[config.mk]
export PLATFORM = sky130hd
export DESIGN_NAME = ucrm_channel
export DESIGN_NICKNAME = d
export VERILOG_FILES = /design/src/hdl/ucrm_pkg.sv /design/src/hdl/ucrm_channel.sv /design/src/hdl/ucrm_rx_fifo.sv
export SDC_FILE = /design/constraint.sdc
export NUM_CORES = 1
export LEC_CHECK = 0
export BUFFER_PORTS_ARGS = -buffer_cell sky130_fd_sc_hd__buf_2
export CAP_MARGIN = 20
export CORE_AREA = 2 2 110 192
export CTS_BUF_LIST = sky130_fd_sc_hd__clkbuf_16
export CTS_CLUSTER_SIZE = 16
export DETAILED_ROUTE_END_ITERATION = 10
export DIE_AREA = 0 0 112 194
export PLACE_DENSITY = 0.76
export SLEW_MARGIN = 20
export SYNTH_ARGS = -nofsm -noshare
export SYNTH_HDL_FRONTEND = slang
export SYNTH_SLANG_ARGS = --single-unit
[constraint.sdc]
create_clock -name mclk -period 5.6 [get_ports mclk]
set_input_delay 1.12 -clock mclk [delete_from_list [all_inputs] [get_ports mclk]]
set_output_delay 1.12 -clock mclk [all_outputs]
set_load 0.005 [all_outputs]
[src/hdl/ucrm_pkg.sv]
// Package holding register offsets, field positions, reset values and codes of the serial channel.
package ucrm_pkg;
  localparam int unsigned DATA_W = 8;
  localparam int unsigned ADDR_W = 3;
  localparam int unsigned FIFO_DEPTH = 16;
  localparam int unsigned LEVEL_W = 5;
  localparam int unsigned PTR_W = 4;

  localparam logic [2:0] OFS_DATA = 3'h0;
  localparam logic [2:0] OFS_MASK = 3'h1;
  localparam logic [2:0] OFS_STATUS = 3'h2;
  localparam logic [2:0] OFS_FORMAT = 3'h3;
  localparam logic [2:0] OFS_MODEM_CTL = 3'h4;
  localparam logic [2:0] OFS_LINE_STAT = 3'h5;
  localparam logic [2:0] OFS_MODEM_STAT = 3'h6;
  localparam logic [2:0] OFS_SCRATCH = 3'h7;

  localparam int unsigned FMT_DIV_BIT = 7;
  localparam int unsigned FMT_BREAK_BIT = 6;
  localparam int unsigned FCR_ENABLE_BIT = 0;
  localparam int unsigned FCR_RX_RESET_BIT = 1;
  localparam int unsigned FCR_TX_RESET_BIT = 2;
  localparam int unsigned FCR_DMA_BIT = 3;
  localparam int unsigned FCR_TRIG_LO = 6;
  localparam int unsigned MCTL_LOOP_BIT = 4;
  localparam int unsigned MCTL_IRQ_EN_BIT = 3;
  localparam int unsigned MCTL_RTS_BIT = 1;
  localparam int unsigned MCTL_DTR_BIT = 0;
  localparam int unsigned MCTL_SPARE_BIT = 2;
  localparam int unsigned MASK_RX_BIT = 0;
  localparam int unsigned MASK_TX_BIT = 1;
  localparam int unsigned MASK_LINE_BIT = 2;
  localparam int unsigned MASK_MODEM_BIT = 3;

  localparam logic [7:0] MASK_IMPL = 8'h0f;
  localparam logic [7:0] MCTL_IMPL = 8'h1f;
  localparam logic [7:0] FCR_IMPL = 8'hcf;
  localparam logic [7:0] FCR_KEEP = 8'hc9;

  localparam logic [7:0] RST_MASK = 8'h00;
  localparam logic [7:0] RST_FCR = 8'h00;
  localparam logic [7:0] RST_FORMAT = 8'h00;
  localparam logic [7:0] RST_MCTL = 8'h00;
  localparam logic [7:0] RST_SCRATCH = 8'hff;
  localparam logic [7:0] RST_DIV_LO = 8'h00;
  localparam logic [7:0] RST_DIV_HI = 8'h00;

  localparam logic [3:0] SRC_LINE = 4'h6;
  localparam logic [3:0] SRC_TIMEOUT = 4'hc;
  localparam logic [3:0] SRC_RX_DATA = 4'h4;
  localparam logic [3:0] SRC_TX_EMPTY = 4'h2;
  localparam logic [3:0] SRC_MODEM = 4'h0;
  localparam logic [3:0] SRC_NONE = 4'h1;

  localparam logic [LEVEL_W-1:0] TRIG_1 = 5'h01;
  localparam logic [LEVEL_W-1:0] TRIG_4 = 5'h04;
  localparam logic [LEVEL_W-1:0] TRIG_8 = 5'h08;
  localparam logic [LEVEL_W-1:0] TRIG_14 = 5'h0e;
endpackage

[src/hdl/ucrm_channel.sv]
// Register set of one serial channel as seen by the host on the parallel bus.
// What this block does
// Each channel has its own byte registers, picked by 3-bit address and channel select.
// Offset 0, divisor bit clear: read gives receive byte, write loads transmit byte.
// Divisor bit set: offsets 0 and 1 access divisor low and high bytes.
// Offset 1 is interrupt mask: bits 0-3 enable four sources, upper bits zero.
// Offset 2 read: bits 7,6 FIFOs enabled, 5,4 zero, 3-0 source code.
// Offset 2 write: FIFO enable, receive reset, transmit reset, DMA mode, trigger select.
// Offset 3 is read/write line format, bit 7 selecting the divisor bytes.
// Offset 4 modem control: loopback, interrupt output enable, spare, RTS, DTR; upper zero.
// Offset 5 returns line status: global error, empties, break, framing, parity, overrun, ready.
// Offset 6 returns modem input states in 7-4 and their change flags in 3-0.
// Offset 7 is an eight-bit scratch byte with no side effect.
// Mask gates the four sources; the highest-priority enabled one is reported in interrupt status.
// FIFO mode: receive interrupt raised at trigger fill, dropped below it.
// Receive-level code and interrupt output clear together when fill drops below trigger.
// Data ready sets when a byte enters the receive FIFO, clears when it empties.
// FIFO control bits other than enable take effect only when bit 0 is written one.
// Trigger codes 00, 01, 10, 11 give 1, 4, 8, 14 characters.
// Status bit 0 is one with nothing pending, and at reset.
// Reserved bits ignore writes and read zero.
module ucrm_channel
  import ucrm_pkg::*;
(
  input wire logic mclk,
  input wire logic rst_b,
  input wire logic clk_en,
  input wire logic chan_sel,
  input wire logic [ADDR_W-1:0] reg_addr,
  input wire logic rd_strobe,
  input wire logic wr_strobe,
  input wire logic [DATA_W-1:0] wr_data,
  output logic [DATA_W-1:0] rd_data,
  input wire logic rx_char_valid,
  input wire logic [DATA_W-1:0] rx_char,
  input wire logic rx_parity_err,
  input wire logic rx_framing_err,
  input wire logic rx_break,
  input wire logic rx_timeout,
  output logic tx_char_valid,
  output logic [DATA_W-1:0] tx_holding,
  input wire logic tx_take,
  input wire logic tx_shifter_empty,
  input wire logic clear_to_send_in,
  input wire logic data_set_ready_in,
  input wire logic ring_indicator_in,
  input wire logic carrier_detect_in,
  output logic [15:0] divisor,
  output logic [7:0] line_format,
  output logic fifo_dma_mode,
  output logic loopback_en,
  output logic irq_output_enable,
  output logic spare_output,
  output logic rts_out,
  output logic dtr_out,
  output logic irq
);
  typedef enum logic [2:0] {
    UCRM_TX_EMPTY = 3'b001,
    UCRM_TX_HELD = 3'b010,
    UCRM_TX_FLUSH = 3'b100
  } ucrm_tx_state_type;

  logic [7:0] interrupt_mask_reg;
  logic [7:0] fifo_control_reg;
  logic [7:0] line_format_reg;
  logic [7:0] modem_control_reg;
  logic [7:0] scratch_reg;
  logic [7:0] div_lo_reg;
  logic [7:0] div_hi_reg;
  logic [7:0] rd_data_reg;
  logic [DATA_W-1:0] tx_holding_reg;
  ucrm_tx_state_type tx_state_reg;
  ucrm_tx_state_type tx_state_next;
  logic overrun_reg;
  logic tx_irq_reg;
  logic [3:0] modem_prev_reg;
  logic [3:0] modem_delta_reg;
  logic rx_flush_reg;
  logic [10:0] fifo_head;
  logic [LEVEL_W-1:0] fifo_level;
  logic fifo_full;
  logic [7:0] interrupt_status;
  logic [7:0] line_status;
  logic [7:0] modem_status;
  logic [3:0] modem_in;
  logic [LEVEL_W-1:0] trigger;
  logic fifo_on;
  logic div_sel;
  logic rd_hit;
  logic wr_hit;
  logic rd_rx_data;
  logic rd_line_stat;
  logic rd_modem_stat;
  logic rd_int_stat;
  logic wr_tx_data;
  logic wr_fcr;
  logic rx_push;
  logic data_ready;
  logic line_err;
  logic global_err;
  logic src_line;
  logic src_rx;
  logic src_tx;
  logic src_modem;
  logic src_timeout;
  logic [3:0] src_code;
  logic tx_going_empty;
  logic tx_irq_arm;

  assign fifo_on = fifo_control_reg[FCR_ENABLE_BIT];
  assign div_sel = line_format_reg[FMT_DIV_BIT];
  assign rd_hit = chan_sel && rd_strobe;
  assign wr_hit = chan_sel && wr_strobe;
  assign rd_rx_data = rd_hit && (reg_addr == OFS_DATA) && !div_sel;
  assign rd_line_stat = rd_hit && (reg_addr == OFS_LINE_STAT);
  assign rd_modem_stat = rd_hit && (reg_addr == OFS_MODEM_STAT);
  assign rd_int_stat = rd_hit && (reg_addr == OFS_STATUS);
  assign wr_tx_data = wr_hit && (reg_addr == OFS_DATA) && !div_sel;
  assign wr_fcr = wr_hit && (reg_addr == OFS_STATUS);
  // Unmasking the transmit source while nothing waits raises it at once.
  assign tx_irq_arm = wr_hit && (reg_addr == OFS_MASK) && !div_sel && wr_data[MASK_TX_BIT] &&
    !interrupt_mask_reg[MASK_TX_BIT];

  // Without FIFO mode the receive path keeps only one byte, like a bare holding register.
  assign rx_push = rx_char_valid && (fifo_on ? !fifo_full : (fifo_level == '0));

  ucrm_rx_fifo u_rx_fifo (
    .mclk(mclk),
    .rst_b(rst_b),
    .clk_en(clk_en),
    .flush(rx_flush_reg),
    .push(rx_push),
    .push_data({rx_break, rx_framing_err, rx_parity_err, rx_char}),
    .pop(rd_rx_data),
    .head_data(fifo_head),
    .level(fifo_level),
    .full(fifo_full)
  );

  always_comb begin
    unique case (fifo_control_reg[FCR_TRIG_LO +: 2])
      2'b00: trigger = TRIG_1;
      2'b01: trigger = TRIG_4;
      2'b10: trigger = TRIG_8;
      2'b11: trigger = TRIG_14;
    endcase
  end

  always_ff @(posedge mclk or negedge rst_b) begin
    if (!rst_b) begin
      interrupt_mask_reg <= RST_MASK;
      line_format_reg <= RST_FORMAT;
      modem_control_reg <= RST_MCTL;
      scratch_reg <= RST_SCRATCH;
      div_lo_reg <= RST_DIV_LO;
      div_hi_reg <= RST_DIV_HI;
    end else if (clk_en && wr_hit) begin
      unique case (reg_addr)
        OFS_DATA: begin
          if (div_sel) begin
            div_lo_reg <= wr_data;
          end
        end
        OFS_MASK: begin
          if (div_sel) begin
            div_hi_reg <= wr_data;
          end else begin
            interrupt_mask_reg <= wr_data & MASK_IMPL;
          end
        end
        OFS_FORMAT: line_format_reg <= wr_data;
        OFS_MODEM_CTL: modem_control_reg <= wr_data & MCTL_IMPL;
        OFS_SCRATCH: scratch_reg <= wr_data;
        default: begin
        end
      endcase
    end
  end

  // The reset bits self-clear; they live only in the one-cycle flush pulses.
  always_ff @(posedge mclk or negedge rst_b) begin
    if (!rst_b) begin
      fifo_control_reg <= RST_FCR;
      rx_flush_reg <= 1'b0;
    end else if (clk_en) begin
      rx_flush_reg <= 1'b0;
      if (wr_fcr) begin
        if (wr_data[FCR_ENABLE_BIT]) begin
          fifo_control_reg <= wr_data & FCR_IMPL & FCR_KEEP;
          rx_flush_reg <= wr_data[FCR_RX_RESET_BIT];
        end else begin
          fifo_control_reg <= RST_FCR;
          rx_flush_reg <= fifo_on;
        end
      end
    end
  end

  // Transmit holding byte: taken by the shifter, or dropped by a transmit reset.
  always_comb begin
    tx_state_next = tx_state_reg;
    unique case (tx_state_reg)
      UCRM_TX_EMPTY: begin
        if (wr_tx_data) begin
          tx_state_next = UCRM_TX_HELD;
        end
      end
      UCRM_TX_HELD: begin
        if (wr_fcr && wr_data[FCR_ENABLE_BIT] && wr_data[FCR_TX_RESET_BIT]) begin
          tx_state_next = UCRM_TX_FLUSH;
        end else if (tx_take) begin
          tx_state_next = UCRM_TX_EMPTY;
        end
      end
      // A byte written right behind a transmit reset must not be lost.
      UCRM_TX_FLUSH: begin
        if (wr_tx_data) begin
          tx_state_next = UCRM_TX_HELD;
        end else begin
          tx_state_next = UCRM_TX_EMPTY;
        end
      end
      default: tx_state_next = UCRM_TX_EMPTY;
    endcase
  end

  always_ff @(posedge mclk or negedge rst_b) begin
    if (!rst_b) begin
      tx_state_reg <= UCRM_TX_EMPTY;
      tx_holding_reg <= '0;
    end else if (clk_en) begin
      tx_state_reg <= tx_state_next;
      if (wr_tx_data) begin
        tx_holding_reg <= wr_data;
      end
    end
  end

  assign tx_going_empty = (tx_state_reg != UCRM_TX_EMPTY) && (tx_state_next == UCRM_TX_EMPTY);

  // Transmit-empty interrupt: set on becoming empty, cleared by status read or a new byte.
  always_ff @(posedge mclk or negedge rst_b) begin
    if (!rst_b) begin
      tx_irq_reg <= 1'b0;
    end else if (clk_en) begin
      if (tx_going_empty) begin
        tx_irq_reg <= 1'b1;
      end else if (tx_irq_arm) begin
        tx_irq_reg <= (tx_state_reg == UCRM_TX_EMPTY);
      end else if (wr_tx_data || (rd_int_stat && src_code == SRC_TX_EMPTY)) begin
        tx_irq_reg <= 1'b0;
      end
    end
  end

  // Overrun flag: a newly lost byte wins over the clearing status read.
  always_ff @(posedge mclk or negedge rst_b) begin
    if (!rst_b) begin
      overrun_reg <= 1'b0;
    end else if (clk_en) begin
      if (rx_char_valid && !rx_push) begin
        overrun_reg <= 1'b1;
      end else if (rd_line_stat) begin
        overrun_reg <= 1'b0;
      end
    end
  end

  // Modem change flags: a new change wins over the clearing status read.
  always_ff @(posedge mclk or negedge rst_b) begin
    if (!rst_b) begin
      modem_delta_reg <= '0;
      modem_prev_reg <= '0;
    end else if (clk_en) begin
      modem_prev_reg <= modem_in;
      modem_delta_reg <= (rd_modem_stat ? 4'h0 : modem_delta_reg) | (modem_in ^ modem_prev_reg);
    end
  end

  // Loopback isolates the modem inputs; they then read as idle.
  assign modem_in = loopback_en ? 4'h0 :
    {carrier_detect_in, ring_indicator_in, data_set_ready_in, clear_to_send_in};
  assign modem_status = {modem_in, modem_delta_reg};

  assign data_ready = (fifo_level != '0);
  assign global_err = fifo_on && (|fifo_head[10:8]) && data_ready;
  assign line_status = {global_err, tx_shifter_empty && (tx_state_reg == UCRM_TX_EMPTY),
    (tx_state_reg == UCRM_TX_EMPTY), fifo_head[10:8] & {3{data_ready}}, overrun_reg, data_ready};
  assign line_err = |line_status[4:1];

  assign src_line = interrupt_mask_reg[MASK_LINE_BIT] && line_err;
  assign src_timeout = interrupt_mask_reg[MASK_RX_BIT] && fifo_on && rx_timeout && data_ready;
  assign src_rx = interrupt_mask_reg[MASK_RX_BIT] && (fifo_on ? (fifo_level >= trigger) : data_ready);
  assign src_tx = interrupt_mask_reg[MASK_TX_BIT] && tx_irq_reg;
  assign src_modem = interrupt_mask_reg[MASK_MODEM_BIT] && (|modem_delta_reg);

  always_comb begin
    if (src_line) begin
      src_code = SRC_LINE;
    end else if (src_timeout) begin
      src_code = SRC_TIMEOUT;
    end else if (src_rx) begin
      src_code = SRC_RX_DATA;
    end else if (src_tx) begin
      src_code = SRC_TX_EMPTY;
    end else if (src_modem) begin
      src_code = SRC_MODEM;
    end else begin
      src_code = SRC_NONE;
    end
  end

  assign interrupt_status = {{2{fifo_on}}, 2'b00, src_code};

  always_comb begin
    unique case (reg_addr)
      OFS_DATA: rd_data_reg = div_sel ? div_lo_reg : fifo_head[7:0];
      OFS_MASK: rd_data_reg = div_sel ? div_hi_reg : interrupt_mask_reg;
      OFS_STATUS: rd_data_reg = interrupt_status;
      OFS_FORMAT: rd_data_reg = line_format_reg;
      OFS_MODEM_CTL: rd_data_reg = modem_control_reg;
      OFS_LINE_STAT: rd_data_reg = line_status;
      OFS_MODEM_STAT: rd_data_reg = modem_status;
      OFS_SCRATCH: rd_data_reg = scratch_reg;
    endcase
  end

  // Read data is registered: it appears the edge after the strobe and holds till the next read.
  always_ff @(posedge mclk or negedge rst_b) begin
    if (!rst_b) begin
      rd_data <= '0;
    end else if (clk_en && rd_hit) begin
      rd_data <= rd_data_reg;
    end
  end

  assign tx_char_valid = (tx_state_reg == UCRM_TX_HELD);
  assign tx_holding = tx_holding_reg;
  assign divisor = {div_hi_reg, div_lo_reg};
  assign line_format = line_format_reg;
  assign fifo_dma_mode = fifo_control_reg[FCR_DMA_BIT];
  assign loopback_en = modem_control_reg[MCTL_LOOP_BIT];
  assign irq_output_enable = modem_control_reg[MCTL_IRQ_EN_BIT];
  assign spare_output = modem_control_reg[MCTL_SPARE_BIT];
  assign rts_out = modem_control_reg[MCTL_RTS_BIT] && !loopback_en;
  assign dtr_out = modem_control_reg[MCTL_DTR_BIT] && !loopback_en;
  assign irq = irq_output_enable && !interrupt_status[0];
endmodule

[src/hdl/ucrm_rx_fifo.sv]
// Receive FIFO of data bytes with three error tags per entry and a fill level.
module ucrm_rx_fifo
  import ucrm_pkg::*;
(
  input wire logic mclk,
  input wire logic rst_b,
  input wire logic clk_en,
  input wire logic flush,
  input wire logic push,
  input wire logic [10:0] push_data,
  input wire logic pop,
  output logic [10:0] head_data,
  output logic [LEVEL_W-1:0] level,
  output logic full
);
  logic [10:0] mem_reg [FIFO_DEPTH];
  logic [PTR_W-1:0] wr_ptr_reg;
  logic [PTR_W-1:0] rd_ptr_reg;
  logic [LEVEL_W-1:0] level_reg;
  logic do_push;
  logic do_pop;

  assign full = (level_reg == LEVEL_W'(FIFO_DEPTH));
  assign do_push = push && !full;
  assign do_pop = pop && (level_reg != '0);
  assign level = level_reg;
  assign head_data = mem_reg[rd_ptr_reg];

  always_ff @(posedge mclk) begin
    if (clk_en && do_push) begin
      mem_reg[wr_ptr_reg] <= push_data;
    end
  end

  always_ff @(posedge mclk or negedge rst_b) begin
    if (!rst_b) begin
      wr_ptr_reg <= '0;
      rd_ptr_reg <= '0;
      level_reg <= '0;
    end else if (clk_en) begin
      if (flush) begin
        wr_ptr_reg <= '0;
        rd_ptr_reg <= '0;
        level_reg <= '0;
      end else begin
        if (do_push) begin
          wr_ptr_reg <= wr_ptr_reg + 1'b1;
        end
        if (do_pop) begin
          rd_ptr_reg <= rd_ptr_reg + 1'b1;
        end
        if (do_push && !do_pop) begin
          level_reg <= level_reg + 1'b1;
        end else if (do_pop && !do_push) begin
          level_reg <= level_reg - 1'b1;
        end
      end
    end
  end
endmodule

* Word-level counts from Yosys, hierarchy flattened
Memory sizes are Yosys's and may differ from the RTL's.
Index checks and enable logic that the tools add are counted.
** Word-level totals
- Bits in writable memories :: 176
- Memories kept :: 1
- Logic and storage cells :: 154
- Input port bits :: 36
- Register bits after elaboration :: 92
** Memory list
- u_rx_fifo.mem_reg :: depth 16, width 11, rd ports 1, clocked after memory_dff 0, wr ports 1, RTL line ucrm_rx_fifo.sv:16 : logic [10:0] mem_reg [FIFO_DEPTH];
** Operators by class
- Bitwise operators :: 4
- $lt $le $gt $ge :: 1
- Add/subtract/negate cells :: 4
- Muxes and demuxes :: 35
- Equal/unequal tests :: 17
- Reductions and logical operators :: 74
** Operator list (count)
- case mux 8 bit (8 select lines) :: 1
- logical AND 1 bit :: 40
- 2-to-1 mux 4 bit :: 8
- 2-to-1 mux 8 bit :: 3
- case mux 5 bit (4 select lines) :: 1
- AND reduction 2 bit :: 10
- == test 3 bit (second input constant) :: 5
- 2-to-1 mux 5 bit :: 3
- 2-to-1 mux 1 bit :: 12
- 2-to-1 mux 3 bit :: 4
- == test 3 x 1 -> 1 bit (second input constant) :: 3
- == test 3 x 2 -> 1 bit (second input constant) :: 3
- case mux 3 bit (3 select lines) :: 1
- AND reduction 3 bit :: 3
- adder 4 x 1 -> 4 bit (second input constant) :: 2
- zero test 1 bit :: 8
- OR reduction 4 bit :: 2
- nonzero test 2 bit :: 3
- nonzero test 3 bit :: 2
- adder 5 x 1 -> 5 bit (second input constant) :: 1
- == test 5 bit (second input constant) :: 1
- >= comparator 5 bit :: 1
- zero test 5 bit :: 1
- nonzero test 5 bit :: 1
- 14 further kinds :: 16

* Longest topological paths before layout
- Word-level depth :: 14
- Gate-level depth with buffers :: 13
- Depth with buffers taken out :: 12

* By module
From an unflattened synthesis, not the netlist that was laid out.
** Second synthesis, totals
- Cells, all modules :: 811
- Area total of the unflattened synthesis :: 11654.9 µm²
** By module, submodules not included
- ucrm_rx_fifo :: cells each 440, sequential area each 5610.4 µm², times used 1, area an instance 7723.7 µm²
- ucrm_channel :: cells each 371, sequential area each 1888.1 µm², times used 1, area an instance 3931.3 µm²

* Worst setup path after synthesis
OpenSTA, ideal clock, no wires.
- Kind :: input-to-reg
- Start :: input port reg_addr[1]
- End :: register u_rx_fifo.level_reg[4], in the netlist u_rx_fifo.level[4]
- Cell stages on the path :: 12
- Path slack :: 2219 ps
- Data required time :: 5471 ps
- Data arrival time :: 3252 ps
- Path through :: clkbuf_1 -> nor4_4 -> o2111ai_1 -> nand2_1 -> inv_1 -> fa_1 -> nor2b_1 -> o21a_1 -> o2111a_1 -> nor3_1 -> o21ai_0 -> o21ai_0
** Between the ends
- Cells in the longest elaborated chain, start to end :: 8
- Elaborated cells between the ends (all ways) :: 11
** RTL lines
- from (decl) :: RTL line ucrm_channel.sv:29 : input wire logic [ADDR_W-1:0] reg_addr,
- zero test 3 bit (*) :: RTL line ucrm_channel.sv:115 : assign rd_rx_data = rd_hit && (reg_addr == OFS_DATA) && !div_sel;
- logical AND 1 bit (*) (2 in series) :: RTL line ucrm_channel.sv:115
- logical AND 1 bit (*) :: RTL line ucrm_rx_fifo.sv:25 : assign do_pop = pop && (level_reg != '0);
- zero test 1 bit :: RTL line ucrm_rx_fifo.sv:52 : if (do_push && !do_pop) begin
- logical AND 1 bit :: RTL line ucrm_rx_fifo.sv:52
- nonzero test 3 bit (no source line) or 2-to-1 mux 5 bit (tied branches)
- AND reduction 2 bit (no source line) or 2-to-1 mux 5 bit (tied branches)
- to (signal assigned) :: RTL line ucrm_rx_fifo.sv:53 : level_reg <= level_reg + 1'b1;
- to (signal assigned) :: RTL line ucrm_rx_fifo.sv:55 : level_reg <= level_reg - 1'b1;
- to (decl) :: RTL line ucrm_rx_fifo.sv:19 : logic [LEVEL_W-1:0] level_reg;
Every way passes the cells marked *; elsewhere a longest branch is shown, timed or not.
A chain may end at the register's enable or synchronous reset.

* Final worst setup path
- Start :: register u_rx_fifo.rd_ptr_reg[0]
- End :: output port irq
** Between the ends
- Cells in the longest elaborated chain, start to end :: 7
** RTL lines
- from (decl) :: RTL line ucrm_rx_fifo.sv:18 : logic [PTR_W-1:0] rd_ptr_reg;
- from (signal assigned) :: RTL line ucrm_rx_fifo.sv:50 : rd_ptr_reg <= rd_ptr_reg + 1'b1;
- memory (16 x 11 bit)
- AND 3 bit :: RTL line ucrm_channel.sv:289 : (tx_state_reg == UCRM_TX_EMPTY), fifo_head[10:8] & {3{data_ready}}, overrun_reg, data_ready};
- OR reduction 4 bit :: RTL line ucrm_channel.sv:290 : assign line_err = |line_status[4:1];
- logical AND 1 bit :: RTL line ucrm_channel.sv:292 : assign src_line = interrupt_mask_reg[MASK_LINE_BIT] && line_err;
- 2-to-1 mux 4 bit :: RTL line ucrm_channel.sv:299 : if (src_line) begin
- zero test 1 bit :: RTL line ucrm_channel.sv:348 : assign irq = irq_output_enable && !interrupt_status[0];
- logical AND 1 bit :: RTL line ucrm_channel.sv:348
- to (decl) :: RTL line ucrm_channel.sv:56 : output logic irq
Every way passes these cells.

==> results by group <==
Status
  – Status: finished, final reports clean

Clock tree
  – Cts hold-fix bufs: 0
  – Clock transition at path regs: 0.07 ns
  – CTS Root Cell: clkbuf_16
  – Post-CTS sizing: 0
  – CTS max path bufs: 3
  – CTS tree: done
  – Number of setup buffers added after CTS: 0
  – Clk sinks: 264
  – H-Tree Depth: 1
  – Clock Latency Late Sink: 0.53 ns
  – Num CTS Buffers: 24

Final layout
  – Sequential cell area: about 0.0075 mm2
  – Net count, final: just under 900
  – Syn-to-layout area delta: 11.9%
  – Max reg flops: 176
  – Share of cells above drive strength 1: 0.282
  – Multi-input gate area: 0.00377 mm2
  – Final std cells w/o fill: around 1100
  – Number of diodes: 0
  – Layout fillers: about 1500

STA
  – Finish-stage setup viols: 0
  – Slew Limit Fails: 0
  – Worst Tran Pin Value: roughly 1 ns
  – Final Hold Viols: 0
  – Min cycle time layout: 4.70 ns
  – Fmax achieved: approximately 210 MHz
  – Setup Skew: approximately 0.016 ns
  – RSZ-0062 raised after global routing: false
  – Final setup TNS: 0 ns
  – Max-slew headroom: 0.329
  – Final period util: 0.839

Power
  – Leakage Power: roughly 4.8 nW
  – Max VDD drop: 0.323 mV
  – PD cells: 391 mW/mm2

Critical path
  – Critical path arrival: 3.58 ns
  – CP max FO: 30
  – CP Data Required Time: 4.48 ns
  – Kind of critical path: register to output port
  – Crit end category: output port
  – Critical Path Slowest Stage Cell: dfrtp_2
  – Cell chain of the critical path: mux4_2 -> a22oi_1 -> nand3_1 -> o41a_1 -> or2_0 -> o21a_1 -> buf_2
  – Crit path launch type: register
  – CP max stage delay: 0.98 ns

Logic synthesis
  – Number of flops mapped to enable cells by yosys: 176
  – Mapped Cells: 752
  – Synth warnings: 0
  – Yosys reg bits: 264
  – Synth Area per Inst: 15.3 um2
  – Seq/Total Area, Yosys: 0.654
  – Most used DFF post-synth: edfxtp_1
  – Mapped Area: 0.0115 mm2
  – Syn Nets: 801
  – Async SR Flop Fraction: 0.333
  – Synth cell types: 68

Place
  – Detailed placer's ending HPWL: 20400 um
  – Port bufs: 83
  – Placed insts: roughly 1100
  – RePlAce Congestion: 0.974

Flow run
  – Number of max-cap violations: 0

Detailed routing
  – DR pass1 iterations: 5
  – Antenna-violating nets left: 0
  – Vias/cell: 6.39
  – Avg WL per Cell: 25.8 um
  – Final WL: 28200 um
  – Vias: 6985
  – Drt first-iter violations: 454
  – DRC violations left: 0

Global route
  – Grt ovf: 0
  – Initial antenna violation count: 0
  – GRT Resource Usage Total: 0.264
  – First-pass GRT wire length: 43500 um
  – Vias in the first global route: approximately 7200
  – Largest net degree at the start of global routing: just under 90

Floorplanning
  – CORE AREA: approximately 0.020 mm2
  – DIE AREA: 0.0217 mm2
  – Starting density of the core: 0.568
  – Ports: between 80 and 90
  – Die height: approximately 190 um
  – Rows: 69
  – Chip width: 112 um

Worst hold path
  – Hold Crit Class: register to register
## stage by stage
stage | util | hold slack, ns | power [mW] | instance area (um2) | setup WS, ns
finish | 0.635 | 0.493 | 5.02 | 12800 | 0.903
global route | 0.635 | 0.526 | 5.24 | 12800 | 0.585
CTS | 0.635 | 0.497 | 5.05 | 12800 | 0.840
detailed placement | 0.599 | 0.481 | 3.50 | 12100 | 1.41
global placement | 0.599 | 0.468 | 3.46 | 12100 | 1.47
floorplan | - | 0.472 | 3.14 | 11500 | 2.22
## cell type report
type / count / area share
Clock inverter: 16 / 0.00877
Multi-Input combinational cell: 436 / 0.293
Clock buffer: 25 / 0.0487
Sequential cell: 264 / 0.584
Timing Repair Buffer: 89 / 0.0364
Inverter: 15 / 0.00439
Tap cell: 248 / 0.0242
## synthesized netlist by cell type (all sizes together), types with 3 or more instances
cell type,number,area share
a211o,3,0.0023
a211oi,3,0.0020
a21oi,19,0.0083
a221oi,3,0.0023
a22o,3,0.0023
a22oi,4,0.0026
a31oi,6,0.0033
and2,3,0.0016
and3,3,0.0016
buf,13,0.0072
clkbuf,24,0.0079
dfrtp,79,0.17
dfstp,9,0.021
edfxtp,176,0.46
ha,12,0.013
inv,15,0.0049
mux2,60,0.059
mux2i,29,0.025
mux4,40,0.080
nand2,54,0.018
nand2b,6,0.0033
nand3,14,0.0061
nand4,6,0.0033
nor2,42,0.014
nor2b,13,0.0071
nor3,10,0.0048
nor4,3,0.0029
o211ai,4,0.0026
o21ai,37,0.016
o221ai,6,0.0046
o22ai,4,0.0022
o31ai,4,0.0038
xnor2,3,0.0023
xor2,4,0.0031
## logic make-up (layout without fill, tap and decap cells)
| logic type | Yosys count | after routing | share of synthesized area |
|---|---|---|---|
| buffers and inverters | 52 | 145 | 0.0200 |
| AOI/OAI and AO/OA | 122 | 122 | 0.0727 |
| and+or+nand+nor | 165 | 165 | 0.0696 |
| xor gates and xnor gates | 7 | 7 | 0.00534 |
| muxes | 129 | 129 | 0.164 |
| adders and majority gates | 13 | 13 | 0.0148 |
| DFF | 264 | 264 | 0.654 |
## worst max-delay path, delay by kind of cell, from the launching register on
kind	cells	cell delay, ns
AOI/OAI and AO/OA	3	0.91
buffers and inverters	1	0.12
muxes	1	0.59
and+or+nand+nor	2	0.43
DFF	1	0.98
## cell usage in the layout, fill, tap and decap left out, drive strengths merged, types with 6 or more instances in the layout
cell type / instances
nand3: 14
a21oi: 19
o221ai: 6
nor2b: 13
o21ai: 37
a31oi: 6
nor2: 42
edfxtp: 176
mux4: 40
inv: 20
clkbuf: 25
nor3: 10
dfrtp: 79
dfstp: 9
mux2: 60
nand2: 54
buf: 89
nand4: 6
mux2i: 29
nand2b: 6
ha: 12
## path summary, 6_finish.rpt
check | startpoint | endpoint | slack (ns) | depth (start not counted)
max in group asynchronous | rst_b | modem_delta_reg[0] | 4.34 | 1
worst min-delay path | fifo_control_reg[3] | fifo_control_reg[3] | 0.49 | 2
worst max-delay path | u_rx_fifo.rd_ptr_reg[0] | irq | 0.90 | 7
min in group asynchronous | rst_b | tx_holding[3] | 0.64 | 1
worst max register to register | u_rx_fifo.level[0] | u_rx_fifo.mem_reg[11][10] | 2.20 | 5
worst min register to register | fifo_control_reg[3] | fifo_control_reg[3] | 0.49 | 2
## metal layers
metal  up-vias  share of wire  wire length (um)  GRT usage
met5         -              0                 0          0
li1       3075              -                 -          -
met2       296           0.54             15300      0.481
met3        88          0.049              1380     0.0331
met1      3526           0.35              9810      0.299
met4         0          0.061              1710      0.143
## power breakdown
group          total [mW]  switching (mW)  internal [mW]
Combinational        1.02           0.517          0.505
Clock                1.55           0.699          0.853
Sequential           2.44           0.215           2.23
Total                5.02            1.43           3.59
No activity file was read; power rests on OpenSTA's default activity.
